===== config.mk =====
export PLATFORM = sky130hd
export DESIGN_NAME = fbc_top
export DESIGN_NICKNAME = d
export VERILOG_FILES = /design/src/fbc_pkg.sv /design/src/fbc_top.sv
export VERILOG_INCLUDE_DIRS = /design/src
export SDC_FILE = /design/constraint.sdc
export NUM_CORES = 1
export LEC_CHECK = 0
export BUFFER_PORTS_ARGS = -buffer_cell sky130_fd_sc_hd__buf_4
export CORE_ASPECT_RATIO = 1.4
export CORE_UTILIZATION = 60
export CTS_BUF_LIST = sky130_fd_sc_hd__clkbuf_4
export DETAILED_ROUTE_END_ITERATION = 12
export PLACE_DENSITY = 0.76
export RECOVER_POWER = 50
export REMOVE_ABC_BUFFERS = 1
export SLEW_MARGIN = 20
export SYNTH_ARGS = -nofsm -noshare
export SYNTH_HDL_FRONTEND = slang
export SYNTH_SLANG_ARGS = --single-unit

===== constraint.sdc =====
create_clock -name core_clk -period 3.8 [get_ports core_clk]
set_clock_uncertainty 0.05 [all_clocks]
set_input_delay 0.19 -clock core_clk [delete_from_list [all_inputs] [get_ports core_clk]]
set_output_delay 0.19 -clock core_clk [all_outputs]
set_load 0.005 [all_outputs]

===== src/fbc_regs.svh =====
/*
  Offsets, field positions, reset values and timing counts of the flash,
  backlight and bias control bank.
  Assumes a 10 MHz core clock; included by the package and the top module.
*/
`ifndef FBC_REGS_SVH
`define FBC_REGS_SVH
`define FBC_I2C_ADDR 7'h11
`define FBC_BYTE_BITS 4'h8
`define FBC_A_FLASH 8'h07
`define FBC_A_BIAS_MODE 8'h08
`define FBC_A_GLOBAL 8'h09
`define FBC_A_OUT_EN 8'h0A
`define FBC_A_DRV_STAT 8'h0B
`define FBC_A_RAIL_CTL 8'h0C
`define FBC_A_SEQ_BOOST 8'h0D
`define FBC_A_POS_LVL 8'h0E
`define FBC_A_NEG_LVL 8'h0F
`define FBC_A_RAIL_STAT 8'h10
`define FBC_CFG_DFLT {8'h9C, 8'h5E, 8'h28, 8'h24, 8'h00, 8'h00, \
  8'h0A, 8'h0C, 8'h2F}
`define FBC_CFG_KEEP {8'hFF, 8'hFF, 8'hFF, 8'hFF, 8'h00, 8'h00, \
  8'h20, 8'hE0, 8'h00}
`define FBC_CFG_WMASK {8'hFF, 8'hFF, 8'hFF, 8'hFF, 8'h00, 8'h7F, \
  8'h7F, 8'hFF, 8'hFF}
`define FBC_RAIL_STAT_MASK 8'h7F
`define FBC_F_FREQ 7:6
`define FBC_F_ILIM 5
`define FBC_F_TMO 4:0
`define FBC_F_PM_EN 7
`define FBC_F_PM_RATE 6
`define FBC_F_EN_MODE 5
`define FBC_F_FOVP_SD 3
`define FBC_F_VMON_LVL 2:0
`define FBC_F_SRST 7
`define FBC_F_PWM_EN 6
`define FBC_F_PIN_SEL 5
`define FBC_F_STRB_SEL 4
`define FBC_F_TX_POL 3
`define FBC_F_TX_EN 2
`define FBC_F_VMON_MODE 1
`define FBC_F_VMON_EN 0
`define FBC_F_CH2_OFF 6
`define FBC_F_BOVP_SD 5
`define FBC_F_BL1 4
`define FBC_F_BL2 3
`define FBC_F_FL_MODE 2
`define FBC_F_FL_EN 1
`define FBC_F_BL_EN 0
`define FBC_F_PSAV 7
`define FBC_F_POS_EN 6
`define FBC_F_POS_GND 5
`define FBC_F_POS_DISC 4
`define FBC_F_NEG_EN 3
`define FBC_F_NEG_GND 2
`define FBC_F_NEG_DISC 1
`define FBC_F_STARTUP 0
`define FBC_F_DLY 7:6
`define FBC_F_SLEW 7:6
`define FBC_F_LVL 5:0
`define FBC_FLT_BOVP 7
`define FBC_FLT_FOVP 6
`define FBC_P_EN 0
`define FBC_P_POS 1
`define FBC_P_NEG 2
`define FBC_P_PWM 3
`define FBC_P_STRB 4
`define FBC_P_TX 5
`define FBC_CLK_NS 100
`define FBC_NS_PER_US 1000
`define FBC_TICK_US 100
`define FBC_TICK_CYC (`FBC_TICK_US * `FBC_NS_PER_US / `FBC_CLK_NS)
`define FBC_TICKS(us) ((us) / `FBC_TICK_US)
`define FBC_PM20_PER_US 50000
`define FBC_PM20_ON_US 2000
`define FBC_PM33_PER_US 30000
`define FBC_PM33_ON_US 1600
`define FBC_DLY1_US 1000
`define FBC_DLY2_US 2000
`define FBC_DLY5_US 5000
`define FBC_DISC_US 20000
`endif


===== src/fbc_pkg.sv =====
/*
  Types of the flash, backlight and bias control bank: serial engine
  states, the configuration array and the whole state record.
  Assumes fbc_regs.svh is on the include path.
*/
`include "fbc_regs.svh"
package fbc_pkg;
  typedef enum logic [3:0] {
    FBC_IDLE = 4'b0000,
    FBC_ADDR = 4'b0001,
    FBC_AACK = 4'b0010,
    FBC_REG = 4'b0011,
    FBC_REG_ACK = 4'b0100,
    FBC_WDAT = 4'b0101,
    FBC_WACK = 4'b0110,
    FBC_RDAT = 4'b0111,
    FBC_MACK = 4'b1000
  } fbc_i2c_e;
  typedef logic [`FBC_A_NEG_LVL:`FBC_A_FLASH][7:0] fbc_cfg_t;
  typedef logic [8:0] fbc_tick_t;
  typedef struct packed {
    logic [1:0] scl_s;
    logic [1:0] sda_s;
    logic scl_d;
    logic sda_d;
    fbc_i2c_e st;
    logic [3:0] cnt;
    logic [7:0] sh;
    logic [7:0] ptr;
    logic rw;
    logic nack;
    logic sda_oe;
    fbc_cfg_t cfg;
    logic [7:0] drv_flags;
    logic [7:0] rail_flags;
    logic [5:0] pin_s0;
    logic [5:0] pin_s1;
    logic [7:0] drv_s0;
    logic [7:0] drv_s1;
    logic [7:0] rail_s0;
    logic [7:0] rail_s1;
    logic [9:0] tick_cnt;
    logic tick;
    fbc_tick_t pm_cnt;
    fbc_tick_t seq_cnt;
    fbc_tick_t pdis_cnt;
    fbc_tick_t ndis_cnt;
    logic pos_on;
    logic neg_on;
    logic pos_dis;
    logic neg_dis;
    logic pos_gnd;
    logic neg_gnd;
    logic bl_pwm;
    logic flash_trig;
    logic tx_mask;
    logic flash_sd;
    logic bl_sd;
  } fbc_state_s;
endpackage


===== src/fbc_top.sv =====
/*
  Control and status bank of a flash, backlight and display-bias power
  companion, reached through a serial two-wire target port.
  Assumes all pins are asynchronous to core_clk; all but resetn are synchronised here;
  SCL is slow enough (400 kHz) to be oversampled by the 10 MHz core clock.
*/
// Operation
// - Flash frequency field bits 7:6, 00 is 4MHz, 01 is 2MHz, resets 00.
// - Flash input current limit bit 5: clear 1.9A, set 2.8A, resets set.
// - Five-bit flash timeout is (code+1) times 32ms, resets to 512ms.
// - Periodic bit cycles enabled bias rails; rate bit picks 20Hz or 33Hz.
// - Bias turn-on needs main pin, or any of three pins in wide mode.
// - Flash overvoltage only reports at 0, shuts flash down at 1.
// - Backlight overvoltage only reports at 0, shuts backlight down at 1.
// - Input monitor threshold 2.5V to 3.2V, with enable and mode bits.
// - Bit 7 writes reset device, or all but bias; both read zero.
// - External PWM input drives backlight dimming only when enabled.
// - Pin-select bit hands rail enables from register bits to pins.
// - Strobe-source bit picks register command or strobe pin for flash.
// - Transmit-mask input honoured only when enabled, polarity selectable.
// - Flash enable, torch or flash mode, and second channel off bits.
// - Backlight master enable and two string enables, all reset off.
// - Read-only fault flags report driver faults and rail faults.
// - Power-saving bit bypasses input supply to the bias rails.
// - Ground-hold ties a disabled rail to ground, otherwise it floats.
// - Discharge bit discharges a rail for 20ms at shutdown.
// - Startup bit picks closed-loop or open-loop bias startup.
// - Sequencing field sets none, 1ms, 2ms or 5ms between the rails.
// - Six-bit level codes step 0.05V with their documented resets.
// - Two-bit slew fields pick rail transition rates, documented resets.
// - Registers sit behind a serial target at fixed address 0010001.
`timescale 1ns/100ps
`include "fbc_regs.svh"
module fbc_top import fbc_pkg::*; (
  input wire logic core_clk,
  input wire logic resetn,
  input wire logic scl_i,
  input wire logic sda_i,
  output logic sda_o,
  output logic sda_oe,
  input wire logic en_pin,
  input wire logic positive_rail_pin,
  input wire logic negative_rail_pin,
  input wire logic pwm_pin,
  input wire logic strobe_pin,
  input wire logic tx_mask_pin,
  input wire logic [7:0] driver_fault_i,
  input wire logic [7:0] rail_fault_i,
  output logic [1:0] flash_freq_o,
  output logic flash_ilim_o,
  output logic [4:0] flash_timeout_o,
  output logic [2:0] vin_mon_level_o,
  output logic vin_mon_en_o,
  output logic vin_mon_standby_o,
  output logic flash_enable_o,
  output logic flash_mode_o,
  output logic flash_second_channel_off,
  output logic flash_trigger_o,
  output logic tx_mask_active_o,
  output logic flash_shutdown_o,
  output logic bl_enable_o,
  output logic bl_string1_en_o,
  output logic bl_string2_en_o,
  output logic bl_pwm_o,
  output logic bl_shutdown_o,
  output logic power_saving_o,
  output logic startup_open_loop_o,
  output logic [5:0] boost_rail_level_o,
  output logic [5:0] pos_level_o,
  output logic [5:0] neg_level_o,
  output logic [1:0] pos_slew_o,
  output logic [1:0] neg_slew_o,
  output logic pos_rail_on_o,
  output logic neg_rail_on_o,
  output logic pos_discharge_o,
  output logic neg_discharge_o,
  output logic pos_ground_o,
  output logic neg_ground_o
);
  localparam fbc_state_s RST_VAL = '{default: '0, st: FBC_IDLE,
                                     cfg: `FBC_CFG_DFLT};
  localparam fbc_cfg_t WMASK = `FBC_CFG_WMASK;
  localparam fbc_cfg_t KEEP = `FBC_CFG_KEEP;
  localparam fbc_cfg_t DFLT = `FBC_CFG_DFLT;

  fbc_state_s st_r;
  fbc_state_s st_nxt;

  // ==========================================================
  // Next state
  always_comb begin
    logic scl_rise, scl_fall, start, stop, load, wr;
    logic full_rst, part_rst, clr_drv, clr_rail, allow, pgate;
    logic pos_req, neg_req;
    logic [7:0] rd_byte, c08, c09, c0a, c0c;
    fbc_tick_t dly, pm_per, pm_on;
    scl_rise = st_r.scl_s[1] & ~st_r.scl_d;
    scl_fall = ~st_r.scl_s[1] & st_r.scl_d;
    start = st_r.scl_s[1] & st_r.scl_d & st_r.sda_d & ~st_r.sda_s[1];
    stop = st_r.scl_s[1] & st_r.scl_d & ~st_r.sda_d & st_r.sda_s[1];
    load = 1'h0;
    wr = 1'h0;
    full_rst = 1'h0;
    part_rst = 1'h0;
    clr_drv = 1'h0;
    clr_rail = 1'h0;
    rd_byte = 8'h00;
    allow = 1'h0;
    pgate = 1'h0;
    pos_req = 1'h0;
    neg_req = 1'h0;
    dly = '0;
    pm_per = '0;
    pm_on = '0;
    c08 = st_r.cfg[`FBC_A_BIAS_MODE];
    c09 = st_r.cfg[`FBC_A_GLOBAL];
    c0a = st_r.cfg[`FBC_A_OUT_EN];
    c0c = st_r.cfg[`FBC_A_RAIL_CTL];
    st_nxt = st_r;
    // Only the second stage of each synchroniser feeds logic
    st_nxt.scl_s = {st_r.scl_s[0], scl_i};
    st_nxt.sda_s = {st_r.sda_s[0], sda_i};
    st_nxt.scl_d = st_r.scl_s[1];
    st_nxt.sda_d = st_r.sda_s[1];
    st_nxt.pin_s0 = {tx_mask_pin, strobe_pin, pwm_pin, negative_rail_pin,
                     positive_rail_pin, en_pin};
    st_nxt.pin_s1 = st_r.pin_s0;
    st_nxt.drv_s0 = driver_fault_i;
    st_nxt.drv_s1 = st_r.drv_s0;
    st_nxt.rail_s0 = rail_fault_i;
    st_nxt.rail_s1 = st_r.rail_s0;
    if (st_r.tick_cnt == 10'(`FBC_TICK_CYC - 1)) begin
      st_nxt.tick_cnt = 10'h000;
      st_nxt.tick = 1'h1;
    end else begin
      st_nxt.tick_cnt = st_r.tick_cnt + 10'h001;
      st_nxt.tick = 1'h0;
    end
    // Any read outside the mapped window returns zero
    if (st_r.ptr == `FBC_A_DRV_STAT) begin
      rd_byte = st_r.drv_flags;
    end else if (st_r.ptr == `FBC_A_RAIL_STAT) begin
      rd_byte = st_r.rail_flags;
    end else if (st_r.ptr >= `FBC_A_FLASH && st_r.ptr <= `FBC_A_NEG_LVL) begin
      rd_byte = st_r.cfg[st_r.ptr[3:0]];
    end
    // ==========================================================
    // Serial target engine
    if (stop) begin
      st_nxt.st = FBC_IDLE;
      st_nxt.sda_oe = 1'h0;
    end else if (start) begin
      st_nxt.st = FBC_ADDR;
      st_nxt.cnt = 4'h0;
      st_nxt.sda_oe = 1'h0;
    end else begin
      case (st_r.st)
        FBC_ADDR, FBC_REG, FBC_WDAT: begin
          if (scl_rise) begin
            st_nxt.sh = {st_r.sh[6:0], st_r.sda_s[1]};
            st_nxt.cnt = st_r.cnt + 4'h1;
          end else if (scl_fall && st_r.cnt == `FBC_BYTE_BITS) begin
            st_nxt.sda_oe = 1'h1;
            if (st_r.st == FBC_ADDR) begin
              st_nxt.rw = st_r.sh[0];
              if (st_r.sh[7:1] == `FBC_I2C_ADDR) begin
                st_nxt.st = FBC_AACK;
              end else begin
                st_nxt.st = FBC_IDLE;
                st_nxt.sda_oe = 1'h0;
              end
            end else if (st_r.st == FBC_REG) begin
              st_nxt.ptr = st_r.sh;
              st_nxt.st = FBC_REG_ACK;
            end else begin
              wr = 1'h1;
              st_nxt.st = FBC_WACK;
            end
          end
        end
        FBC_AACK, FBC_REG_ACK, FBC_WACK: begin
          if (scl_fall) begin
            st_nxt.sda_oe = 1'h0;
            st_nxt.cnt = 4'h0;
            if (st_r.st == FBC_AACK && st_r.rw) begin
              load = 1'h1;
            end else if (st_r.st == FBC_AACK) begin
              st_nxt.st = FBC_REG;
            end else begin
              st_nxt.st = FBC_WDAT;
            end
          end
        end
        FBC_RDAT: begin
          if (scl_fall && st_r.cnt == (`FBC_BYTE_BITS - 4'h1)) begin
            st_nxt.st = FBC_MACK;
            st_nxt.sda_oe = 1'h0;
          end else if (scl_fall) begin
            st_nxt.cnt = st_r.cnt + 4'h1;
            st_nxt.sh = {st_r.sh[6:0], 1'h0};
            st_nxt.sda_oe = ~st_r.sh[6];
          end
        end
        FBC_MACK: begin
          if (scl_rise) begin
            st_nxt.nack = st_r.sda_s[1];
          end else if (scl_fall && st_r.nack) begin
            st_nxt.st = FBC_IDLE;
          end else if (scl_fall) begin
            st_nxt.cnt = 4'h0;
            load = 1'h1;
          end
        end
        default: begin
          st_nxt.st = FBC_IDLE;
          st_nxt.sda_oe = 1'h0;
        end
      endcase
    end
    // A read fetches the byte at the pointer; status clears on its read
    if (load) begin
      st_nxt.st = FBC_RDAT;
      st_nxt.sh = rd_byte;
      st_nxt.sda_oe = ~rd_byte[7];
      st_nxt.ptr = st_r.ptr + 8'h01;
      clr_drv = (st_r.ptr == `FBC_A_DRV_STAT);
      clr_rail = (st_r.ptr == `FBC_A_RAIL_STAT);
    end
    // ==========================================================
    // Register writes
    if (wr) begin
      st_nxt.ptr = st_r.ptr + 8'h01;
      if (st_r.ptr == `FBC_A_GLOBAL && st_r.sh[`FBC_F_SRST]) begin
        full_rst = 1'h1;
      end else if (st_r.ptr == `FBC_A_OUT_EN && st_r.sh[`FBC_F_SRST]) begin
        part_rst = 1'h1;
      end else if (st_r.ptr >= `FBC_A_FLASH &&
                   st_r.ptr <= `FBC_A_NEG_LVL) begin
        // Status slot and the self-clearing bits are masked off
        st_nxt.cfg[st_r.ptr[3:0]] = st_r.sh & WMASK[st_r.ptr[3:0]];
      end
    end
    // Set wins over the clear of a read in the same cycle
    st_nxt.drv_flags = (st_r.drv_flags & {8{~clr_drv}}) | st_r.drv_s1;
    st_nxt.rail_flags = (st_r.rail_flags & {8{~clr_rail}}) |
                        (st_r.rail_s1 & `FBC_RAIL_STAT_MASK);
    if (full_rst) begin
      st_nxt.cfg = DFLT;
      st_nxt.drv_flags = 8'h00;
      st_nxt.rail_flags = 8'h00;
    end else if (part_rst) begin
      st_nxt.cfg = (st_r.cfg & KEEP) | (DFLT & ~KEEP);
      st_nxt.drv_flags = 8'h00;
    end
    // ==========================================================
    // Driver gating
    st_nxt.bl_pwm = c09[`FBC_F_PWM_EN] & st_r.pin_s1[`FBC_P_PWM];
    st_nxt.flash_trig = c09[`FBC_F_STRB_SEL] ? st_r.pin_s1[`FBC_P_STRB] :
                        c0a[`FBC_F_FL_EN];
    st_nxt.tx_mask = c09[`FBC_F_TX_EN] &
      (st_r.pin_s1[`FBC_P_TX] == c09[`FBC_F_TX_POL]);
    st_nxt.flash_sd = c08[`FBC_F_FOVP_SD] & st_r.drv_s1[`FBC_FLT_FOVP];
    st_nxt.bl_sd = c0a[`FBC_F_BOVP_SD] & st_r.drv_s1[`FBC_FLT_BOVP];
    // ==========================================================
    // Bias rail sequencing
    allow = st_r.pin_s1[`FBC_P_EN];
    if (c08[`FBC_F_EN_MODE]) begin
      allow = st_r.pin_s1[`FBC_P_EN] | st_r.pin_s1[`FBC_P_POS] |
              st_r.pin_s1[`FBC_P_NEG];
    end
    if (c08[`FBC_F_PM_RATE]) begin
      pm_per = fbc_tick_t'(`FBC_TICKS(`FBC_PM33_PER_US));
      pm_on = fbc_tick_t'(`FBC_TICKS(`FBC_PM33_ON_US));
    end else begin
      pm_per = fbc_tick_t'(`FBC_TICKS(`FBC_PM20_PER_US));
      pm_on = fbc_tick_t'(`FBC_TICKS(`FBC_PM20_ON_US));
    end
    if (!c08[`FBC_F_PM_EN]) begin
      st_nxt.pm_cnt = '0;
    end else if (st_r.tick && st_r.pm_cnt >= pm_per - 9'h001) begin
      st_nxt.pm_cnt = '0;
    end else if (st_r.tick) begin
      st_nxt.pm_cnt = st_r.pm_cnt + 9'h001;
    end
    pgate = ~c08[`FBC_F_PM_EN] | (st_r.pm_cnt < pm_on);
    pos_req = allow & pgate & (c09[`FBC_F_PIN_SEL] ?
      st_r.pin_s1[`FBC_P_POS] : c0c[`FBC_F_POS_EN]);
    neg_req = allow & pgate & (c09[`FBC_F_PIN_SEL] ?
      st_r.pin_s1[`FBC_P_NEG] : c0c[`FBC_F_NEG_EN]);
    case (st_r.cfg[`FBC_A_SEQ_BOOST][`FBC_F_DLY])
      2'h1: dly = fbc_tick_t'(`FBC_TICKS(`FBC_DLY1_US));
      2'h2: dly = fbc_tick_t'(`FBC_TICKS(`FBC_DLY2_US));
      2'h3: dly = fbc_tick_t'(`FBC_TICKS(`FBC_DLY5_US));
      default: dly = '0;
    endcase
    // One counter times both orders: it runs while only the positive
    // rail is up, which is the gap in either direction
    if (!(st_r.pos_on && !st_r.neg_on)) begin
      st_nxt.seq_cnt = '0;
    end else if (st_r.tick && st_r.seq_cnt < dly) begin
      st_nxt.seq_cnt = st_r.seq_cnt + 9'h001;
    end
    st_nxt.neg_on = ~full_rst & neg_req & (st_r.neg_on | ~pos_req |
      (st_r.pos_on & (st_r.seq_cnt >= dly)));
    st_nxt.pos_on = ~full_rst & (pos_req | (st_r.pos_on & ~(neg_req |
      (~st_r.neg_on & (st_r.seq_cnt >= dly)))));
    if (st_r.pos_on && !st_nxt.pos_on && c0c[`FBC_F_POS_DISC]) begin
      st_nxt.pdis_cnt = fbc_tick_t'(`FBC_TICKS(`FBC_DISC_US));
    end else if (st_nxt.pos_on) begin
      st_nxt.pdis_cnt = '0;
    end else if (st_r.tick && st_r.pdis_cnt != '0) begin
      st_nxt.pdis_cnt = st_r.pdis_cnt - 9'h001;
    end
    if (st_r.neg_on && !st_nxt.neg_on && c0c[`FBC_F_NEG_DISC]) begin
      st_nxt.ndis_cnt = fbc_tick_t'(`FBC_TICKS(`FBC_DISC_US));
    end else if (st_nxt.neg_on) begin
      st_nxt.ndis_cnt = '0;
    end else if (st_r.tick && st_r.ndis_cnt != '0) begin
      st_nxt.ndis_cnt = st_r.ndis_cnt - 9'h001;
    end
    st_nxt.pos_dis = (st_nxt.pdis_cnt != '0);
    st_nxt.neg_dis = (st_nxt.ndis_cnt != '0);
    // Grounding waits for discharge so the two switches never overlap
    st_nxt.pos_gnd = ~st_nxt.pos_on & ~st_nxt.pos_dis &
                     c0c[`FBC_F_POS_GND];
    st_nxt.neg_gnd = ~st_nxt.neg_on & ~st_nxt.neg_dis &
                     c0c[`FBC_F_NEG_GND];
  end

  always_ff @(posedge core_clk or negedge resetn) begin
    if (!resetn) begin
      st_r <= RST_VAL;
    end else begin
      st_r <= st_nxt;
    end
  end

  // ==========================================================
  // Outputs
  assign sda_o = 1'h0; // Open drain: the pin is only ever pulled low
  assign sda_oe = st_r.sda_oe;
  assign flash_freq_o = st_r.cfg[`FBC_A_FLASH][`FBC_F_FREQ];
  assign flash_ilim_o = st_r.cfg[`FBC_A_FLASH][`FBC_F_ILIM];
  assign flash_timeout_o = st_r.cfg[`FBC_A_FLASH][`FBC_F_TMO];
  assign vin_mon_level_o = st_r.cfg[`FBC_A_BIAS_MODE][`FBC_F_VMON_LVL];
  assign vin_mon_en_o = st_r.cfg[`FBC_A_GLOBAL][`FBC_F_VMON_EN];
  assign vin_mon_standby_o = st_r.cfg[`FBC_A_GLOBAL][`FBC_F_VMON_MODE];
  assign flash_enable_o = st_r.cfg[`FBC_A_OUT_EN][`FBC_F_FL_EN];
  assign flash_mode_o = st_r.cfg[`FBC_A_OUT_EN][`FBC_F_FL_MODE];
  assign flash_second_channel_off =
    st_r.cfg[`FBC_A_OUT_EN][`FBC_F_CH2_OFF];
  assign flash_trigger_o = st_r.flash_trig;
  assign tx_mask_active_o = st_r.tx_mask;
  assign flash_shutdown_o = st_r.flash_sd;
  assign bl_enable_o = st_r.cfg[`FBC_A_OUT_EN][`FBC_F_BL_EN];
  assign bl_string1_en_o = st_r.cfg[`FBC_A_OUT_EN][`FBC_F_BL1];
  assign bl_string2_en_o = st_r.cfg[`FBC_A_OUT_EN][`FBC_F_BL2];
  assign bl_pwm_o = st_r.bl_pwm;
  assign bl_shutdown_o = st_r.bl_sd;
  assign power_saving_o = st_r.cfg[`FBC_A_RAIL_CTL][`FBC_F_PSAV];
  assign startup_open_loop_o =
    st_r.cfg[`FBC_A_RAIL_CTL][`FBC_F_STARTUP];
  assign boost_rail_level_o = st_r.cfg[`FBC_A_SEQ_BOOST][`FBC_F_LVL];
  assign pos_level_o = st_r.cfg[`FBC_A_POS_LVL][`FBC_F_LVL];
  assign neg_level_o = st_r.cfg[`FBC_A_NEG_LVL][`FBC_F_LVL];
  assign pos_slew_o = st_r.cfg[`FBC_A_POS_LVL][`FBC_F_SLEW];
  assign neg_slew_o = st_r.cfg[`FBC_A_NEG_LVL][`FBC_F_SLEW];
  assign pos_rail_on_o = st_r.pos_on;
  assign neg_rail_on_o = st_r.neg_on;
  assign pos_discharge_o = st_r.pos_dis;
  assign neg_discharge_o = st_r.neg_dis;
  assign pos_ground_o = st_r.pos_gnd;
  assign neg_ground_o = st_r.neg_gnd;
endmodule


==> results by group, run 1 <==
Yosys
  • Number of synthesized register bits: 221
  • Synthesis Warnings: 0
  • Asr flop ratio synth: 100%
  • Number of distinct library cells after synthesis: 80
  • Top_reg_cell synth: dfrtp_1
  • Synthesized area per cell: 10.1 um^2
  • Post-synth EDFFs: 0
  • Netlist Area Pre-Place: 11100 um^2
  • Post-synthesis sequential area ratio: 50.1%
  • Synthesized instance count: 1096

Clocking
  • CTS clk-pin slew, worst paths: 0.07 ns
  • CTS tree: built
  • CTS Buf Count: 51
  • H-tree depth: 2
  • Number of setup buffers added after CTS: 0
  • Clock Tree Root: clkbuf_4
  • CTS Sinks: 221
  • Clk buf depth: 3
  • Latest clock arrival within the worst-skew pair: 0.68 ns

Job
  • Max cap viols: 1

Die
  • Row count: 58
  • Die X: 117 um
  • Die ar.: 19000 um^2
  • Core box area: 18000 um^2
  • Initial core utilization: 61.6%
  • Die Span Y: 163 um
  • # IOs: 82

Global routing
  • First-pass GRT wire length: 46.3 mm
  • Initial antenna violation count: 1
  • GR Util All Layers: 31.9%
  • Largest net degree at the start of global routing: 108
  • Number of global-route vias before repair: 9159
  • Total grt overflow: 0

Routing
  • WL per Instance: 19.5 um
  • # DRC: 0
  • Final ANT Viol Nets: 0
  • Iteration-0 DRC Markers: 643
  • DR vias: 9096
  • Vias per cell: 6.20
  • Routed wire length: 28.7 mm
  • Drt pass-1 iters: 5

Finish
  • Multi-input gate area: 4920 um^2
  • Area growth, synth to finish: 13.5%
  • Final nets: 1231
  • Area occupied by registers: 5560 um^2
  • Share of cells above drive strength 1: 20.0%
  • Fillers: 1410

Setup path
  • Slowest CP cell: and3_1
  • WP data required: 4.28 ns
  • Crit path DAT: 3.53 ns
  • Crit path buffers/inverters: 0
  • Crit-path cells: nor2b_1 > nand2_1 > nor4_4 > and3_1 > mux2i_1 > nor2_1
  • Family with the most delay on the worst path: simple AND/OR/NAND/NOR gates
  • CP Launch Type: flop
  • Crit path kind: reg -> reg
  • Max FO, Critical Path: 9
  • Critical Path Sink Type: flop
  • Crit-path max cell delay: 0.65 ns

Timing
  • Final Slew Violations: 107
  • TNS Setup: 0 ns
  • Max_slew headroom: -80.9%
  • Achievable frequency: 328 MHz
  • Least-Margin Pin Slew: 2.71 ns
  • Fin. Hold Viols: 0
  • Final period util: 80.3%
  • Hold Slack: 0.128 ns
  • RSZ-0062 raised after global routing: no
  • Fin crit period: 3.05 ns
  • Final setup fails: 0

Place
  • Post-detail-place hpwl: 20.1 mm
  • Routability congestion estimate: 0.938
  • Input/output buffers: 79

Power
  • PD cells: 418 nW/um^2
  • Worst VDD drop: 0.347 mV
  • Static Leakage: 5.63 nW

Min path
  • Hold WC Path Type: in -> reg

Status
  • Status: complete, but fails checks
  • Failing checks: max-capacitance violations, max-slew violations
[cell type report]
| cell class | count | area share [%] |
|---|---|---|
| clock inverter | 15 | 0.705 |
| antenna | 1 | 0.0199 |
| sequential | 221 | 44.1 |
| inverter | 36 | 1.07 |
| clock buffer | 81 | 4.83 |
| timing repair buffer | 123 | 7.80 |
| tap | 240 | 2.38 |
| multi-input combinational | 751 | 39.1 |
[sequential cells by signal (all words and copies together), names as in the netlist, 2 cells and up]
signal              cells
st_r                  141
boost_rail_level_o      6
neg_level_o             6
st_nxt                 25
neg_slew_o              2
pos_slew_o              2
flash_freq_o            2
pos_level_o             6
vin_mon_level_o         3
flash_timeout_o         5
[metal layers]
metal | track usage (%) | part of all wire [%] | routed length (um)
met4 | 18.1 | 5.4 | 1560
met1 | 36.8 | 37 | 10600
met2 | 55.0 | 50 | 14500
met5 | 0 | 0 | 0
met3 | 5.88 | 7.1 | 2040
[through the flow]
stage | setup slack (ns) | cell area, um^2 | total power, W | std cells | utilization, %
after floorplan | 0.291 | 10600 | 0.00301 | 1008 | -
after global placement | 0.892 | 11700 | 0.00328 | 1347 | 64.8
after detailed placement | 0.834 | 11700 | 0.00329 | 1347 | 64.8
after CTS | 0.832 | 12600 | 0.00528 | 1467 | 70.1
after global routing | 0.545 | 12600 | 0.00551 | 1468 | 70.0
final | 0.749 | 12600 | 0.00526 | 1468 | 70.0
[cells in the mapped netlist (11+ instances only)]
cell type	number	area share, %
o22a_1	13	1.0
a31oi_1	22	1.2
inv_1	35	1.2
nand3_1	43	1.9
ha_1	21	2.4
dfrtp_1	199	45
nand4_1	11	0.62
nor3_1	24	1.1
a21oi_1	71	3.2
buf_2	14	0.63
nor2_1	95	3.2
nor2b_1	12	0.68
buf_4	35	2.4
o211ai_1	11	0.74
and3_1	19	1.1
nand2b_1	14	0.79
o22ai_1	14	0.79
o21ai_0	49	2.2
clkbuf_1	34	1.2
xnor2_1	12	0.95
and2_1	22	1.2
nand2_1	95	3.2
mux4_2	15	3.0
mux2i_1	25	2.3
dfstp_2	22	5.2
[path summary, 6_finish.rpt]
path                                            from                     to  slack [ns]  cells past startpoint
worst max register to register   st_r[218]$_DFF_PN0_  st_r[150]$_DFFE_PN0P_        0.75                      6
worst min register to register  st_nxt[93]$_DFF_PN0_     st_r[93]$_DFF_PN0_        0.28                      0
max in group asynchronous                     resetn  st_nxt[217]$_DFF_PN0_        1.08                      3
min in group asynchronous                     resetn     st_r[11]$_DFF_PN0_        0.84                      2
worst max-delay path             st_r[218]$_DFF_PN0_  st_r[150]$_DFFE_PN0P_        0.75                      6
worst min-delay path               driver_fault_i[1]   st_nxt[75]$_DFF_PN0_        0.13                      2
[layout by cell type (no fill, tap or decap), types with 21 or more instances in the layout]
| master | count |
|---|---|
| mux2i_1 | 25 |
| dfrtp_1 | 199 |
| nand2_1 | 95 |
| inv_1 | 35 |
| a31oi_1 | 22 |
| buf_4 | 59 |
| a21oi_1 | 71 |
| o21ai_0 | 49 |
| dlygate4sd3_1 | 24 |
| nand3_1 | 43 |
| nor3_1 | 24 |
| nor2_1 | 94 |
| clkbuf_4 | 116 |
| ha_1 | 21 |
[where the power goes]
group | internal (W) | total [W] | leakage (nW) | switching (W)
sequential | 0.00245 | 0.00265 | 2.78 | 0.000198
combinational | 0.000241 | 0.000628 | 2.44 | 0.000387
clock | 0.00104 | 0.00198 | 0.416 | 0.000941
total | 0.00373 | 0.00526 | 5.63 | 0.00153
[logic make-up after synthesis]
group	Yosys count	share of synthesized area, %
other	1	0.0338
adders and majority gates	21	2.37
xor gates and xnor gates	22	1.74
and+or+nand+nor	395	18.6
buffers and inverters	124	5.74
AOI/OAI and AO/OA	266	15.5
DFF	221	50.1
muxes	46	5.91
[repair_timing]
item | 4_1_cts | 5_1_grt
hold endpoints to repair | 128 | 0
gates resized for setup | 0 | 0
hold buffers | 24 | 0
No activity file was read; power rests on OpenSTA's default activity.
==> run 2: changes to the inputs <==
--- a/config.mk
+++ b/config.mk
@@ -6,9 +6,10 @@
 export SDC_FILE = /design/constraint.sdc
 export NUM_CORES = 1
 export LEC_CHECK = 0
+export ABC_AREA = 1
 export BUFFER_PORTS_ARGS = -buffer_cell sky130_fd_sc_hd__buf_4
 export CORE_ASPECT_RATIO = 1.4
-export CORE_UTILIZATION = 60
+export CORE_UTILIZATION = 57
 export CTS_BUF_LIST = sky130_fd_sc_hd__clkbuf_4
 export DETAILED_ROUTE_END_ITERATION = 12
 export PLACE_DENSITY = 0.76
==> constraint.sdc (replaced) <==
create_clock -name core_clk -period 2.8 [get_ports core_clk]
set_clock_uncertainty 0.05 [all_clocks]
set_input_delay 0.14 -clock core_clk [delete_from_list [all_inputs] [get_ports core_clk]]
set_output_delay 0.14 -clock core_clk [all_outputs]
set_load 0.005 [all_outputs]
==> results by group, run 2 <==
Finish
  • Final nets: 1531 (+24%)
  • Most frequent cells in the layout: 304 x nand2_1, 199 x dfrtp_1, 168 x inv_1
  • Fillers: 1634 (+16%)
  • Multi-input gate area: 4570 um^2 (-7.1%)
  • Share of cells above drive strength 1: 17.3% (-2.8 points)
  • Util after Layout: 66.9% (-3.1 points)
  • Max FFs per register: 141 (unchanged)
  • Register bank with the most flops: st_r
  • Commonest non-fill, non-tap cell in the layout: nand2_1
  • Area occupied by registers: 5560 um^2 (unchanged)
  • Area growth, synth to finish: 15.0%
  • Final Cell Area: 12900 um^2 (+2.1%)

Routing
  • Routed wire length: 29.4 mm (+2.5%)
  • WL per Instance: 16.5 um (-15%)
  • Vias per cell: 5.51 (-11%)
  • Drt pass-1 iters: 8 (+3)
  • DR vias: 9789 (+7.6%)
  • # DRC: 0 (unchanged)
  • Final ANT Viol Nets: 0 (unchanged)
  • Iteration-0 DRC Markers: 733 (+14%)

Global routing
  • First-pass GRT wire length: 47.8 mm (+3.2%)
  • GR Util All Layers: 30.3% (-1.6 points)
  • Initial antenna violation count: 1 (unchanged)
  • Total grt overflow: 0 (unchanged)
  • Number of global-route vias before repair: 9916 (+8.3%)
  • Largest net degree at the start of global routing: 51 (-53%)

Yosys
  • Number of synthesized register bits: 221 (unchanged)
  • Asr flop ratio synth: 100% (unchanged)
  • Synthesized area per cell: 8.22 um^2 (-19%)
  • Synthesis Warnings: 0 (unchanged)
  • Top_reg_cell synth: dfrtp_1
  • Number of distinct library cells after synthesis: 51 (-36%)
  • Netlist Area Pre-Place: 11200 um^2 (+0.81%)
  • Post-synth EDFFs: 0 (unchanged)
  • Synth area leader: dfrtp_1
  • Largest cells by area after synthesis: dfrtp_1 45%, nand2_1 10%, inv_1 5.6%, dfstp_2 5.2%, o21ai_0 4.8%
  • Top cell type's share of synthesized area: 44.5% (-0.36 points)
  • Most frequent cell after synthesis: nand2_1
  • Most frequent cells after synthesis: 304 x nand2_1, 199 x dfrtp_1, 168 x inv_1
  • Post-synthesis sequential area ratio: 49.7% (-0.40 points)
  • Synthesized instance count: 1361 (+24%)

Timing
  • Final setup fails: 0 (unchanged)
  • RSZ-0062 raised after global routing: no
  • Fin. Hold Viols: 0 (unchanged)
  • Worst Slack Setup Final: 0.213 ns (-0.536 ns)
  • Least-Margin Pin Slew: 1.39 ns (-1.32 ns)
  • Final period util: 92.4% (+12 points)
  • Max_slew headroom: 7.45% (+88 points)
  • Achievable frequency: 387 MHz (+18%)
  • Fin crit period: 2.59 ns (-0.464 ns)
  • Final Slew Violations: 0 (-100%)

Die
  • Die Span Y: 168 um (+3.0%)
  • Core box area: 19200 um^2 (+6.8%)
  • # IOs: 82 (unchanged)
  • Initial core utilization: 58.2% (-3.4 points)
  • Die X: 120 um (+3.0%)
  • Die ar.: 20200 um^2 (+6.0%)
  • Row count: 60 (+3.4%)

Place
  • Post-detail-place hpwl: 21.1 mm (+5.3%)
  • Cell Area, Placed: 11900 um^2 (+2.0%)
  • Input/output buffers: 79 (unchanged)
  • Routability congestion estimate: 0.964 (+2.7%)
  • DP Worst Slack: 0.325 ns (-0.510 ns)

Power
  • Worst VDD drop: 0.478 mV (+38%)
  • Switching power: 0.00236 W (+55%)
  • Static Leakage: 6.43 nW (+14%)
  • PD cells: 591 nW/um^2 (+41%)
  • Clock power share: 36.9% (-0.8 points)
  • Power share of the sequential group: 46.4% (-4.0 points)
  • Combinational Power Share: 16.7% (+4.8 points)
  • Int Power: 0.00523 W (+40%)
  • Switching Share: 31.1% (+2.1 points)
  • Tot Pwr: 0.00760 W (+44%)

Setup path
  • R2R Path Start: st_r[194]$_DFFE_PN0P_
  • WP data required: 3.35 ns (-0.93 ns)
  • Crit path kind: reg -> reg
  • Reg2reg end: st_r[201]$_DFFE_PN0P_
  • CP Launch Type: flop
  • Critical Path Sink Type: flop
  • Max FO, Critical Path: 14 (+5)
  • Worst r2r path cells: 13 (+7)
  • Crit path DAT: 3.14 ns (-0.39 ns)
  • Flop2flop setup slack: 0.21 ns (-0.54 ns)

Status
  • Status: complete, no violations

Min path
  • Hold Path Origin: driver_fault_i[5]
  • Number of cells on the worst hold path: 2 (unchanged)
  • Hold WC Path Type: in -> reg
  • Worst Hold End: st_nxt[79]$_DFF_PN0_

Clocking
  • Latest clock arrival within the worst-skew pair: 0.67 ns (about the same)
  • CTS Buf Count: 54 (+5.9%)
  • CTS tree: built
  • Clk buf depth: 3 (unchanged)
  • CTS clk-pin slew, worst paths: 0.07 ns (about the same)
  • H-tree depth: 2 (unchanged)
  • Clock Tree Root: clkbuf_4
  • CTS Sinks: 221 (unchanged)

Job
  • Max cap viols: 0 (-1)
run 2: changes by cell type after synthesis, moves of 15 or more:
cell      delta
nand2_1    +209
nand3_1     +37
and2_1      -22
o21ai_0     +59
inv_1      +133
nor2_1      +26
mux2i_1     -25
clkbuf_1    -19
mux4_2      -15
o21ai_1     +20
and3_1      -17
run 2: cell type report:
| class | instances | area share (%) |
|---|---|---|
| flip-flops and latches | 221 | 43.2 |
| multi-input cells | 899 | 35.5 |
| diodes | 1 | 0.0195 |
| inverters | 182 | 5.32 |
| well taps | 248 | 2.41 |
| clock inverters | 20 | 1.03 |
| clock buffers | 80 | 4.67 |
| repair buffers | 126 | 7.79 |
run 2: worst max-delay path: stages, from the launching register on:
cell and delay [ns]:
dfrtp_1 0.63, buf_4 0.30, nand2_1 0.12, inv_1 0.07, nand2_1 0.07, inv_1 0.21, nand2_1 0.08, nand2_1 0.06
nand3_1 0.17, o21ai_0 0.38, o211ai_1 0.18, nand2_1 0.09, nand2_1 0.05, nand2_1 0.06
run 2: logic make-up (layout without fill, tap and decap cells):
kind of cell / Yosys count / after routing / share of synthesized area (%)
fa+ha+maj: 21 / 21 / 2.35
xor+xnor: 18 / 18 / 1.41
simple gates: 568 / 568 / 21.9
other cells: 1 / 2 / 0.0335
buf+inv: 241 / 408 / 9.45
compound gates: 289 / 289 / 14.9
flops: 221 / 221 / 49.7
mux: 2 / 2 / 0.201
run 2: per-stage QoR:
step / instances / hold slack (ns) / TNS [ns]
2_1_floorplan: 1302 / -0.206 / -16.44
3_3_place_gp: 1650 / 0.103 / 0
3_5_place_dp: 1650 / 0.113 / 0
4_1_cts: 1776 / 0.0239 / 0
5_1_grt: 1777 / 0.0476 / 0
6_report: 1777 / 0.0781 / 0
run 2: worst max-delay path by stage:
| stage | startpoint | end | slack [ns] | depth (start not counted) |
|---|---|---|---|---|
| 2_1_floorplan | st_r[193]$_DFFE_PN0P_ | st_r[129]$_DFFE_PN1P_ | -0.32 | 9 |
| 3_3_place_gp | st_r[194]$_DFFE_PN0P_ | st_r[201]$_DFFE_PN0P_ | 0.35 | 13 |
| 3_5_place_dp | st_r[194]$_DFFE_PN0P_ | st_r[201]$_DFFE_PN0P_ | 0.32 | 13 |
| 4_1_cts | st_r[194]$_DFFE_PN0P_ | st_r[201]$_DFFE_PN0P_ | 0.29 | 13 |
| 5_1_grt | st_r[173]$_DFFE_PN0P_ | neg_ground_o$_DFF_PN0_ | 0.07 | 17 |
| 6_report | st_r[194]$_DFFE_PN0P_ | st_r[201]$_DFFE_PN0P_ | 0.21 | 13 |
run 2: repair_timing:
| item | in CTS | in global routing |
|---|---|---|
| gates resized for setup | 0 | 1 |
| setup endpoints to repair | 0 | 1 |
| endpoints found under the hold margin | 227 | 0 |
| hold buffers | 26 | 0 |
| buffers inserted | 0 | 0 |
run 2: metal layers:
layer | GRT usage (%) | vias up | wire, um | part of all wire, %
met5 | 0 | - | 0 | 0
met4 | 18.1 | 0 | 1820 | 6.2
met3 | 5.21 | 132 | 1600 | 5.4
met2 | 54.2 | 368 | 15100 | 51
met1 | 33.2 | 4590 | 10900 | 37
li1 | - | 4699 | - | -
run 2: power by group through the flow:
stage                     sequential (W)  clock, W  combinational (W)
after floorplan                  0.00354         0           0.000707
after global placement           0.00357         0            0.00121
after detailed placement         0.00358         0            0.00122
after CTS                        0.00352   0.00286            0.00126
after global routing             0.00354   0.00303            0.00138
final                            0.00353   0.00280            0.00127
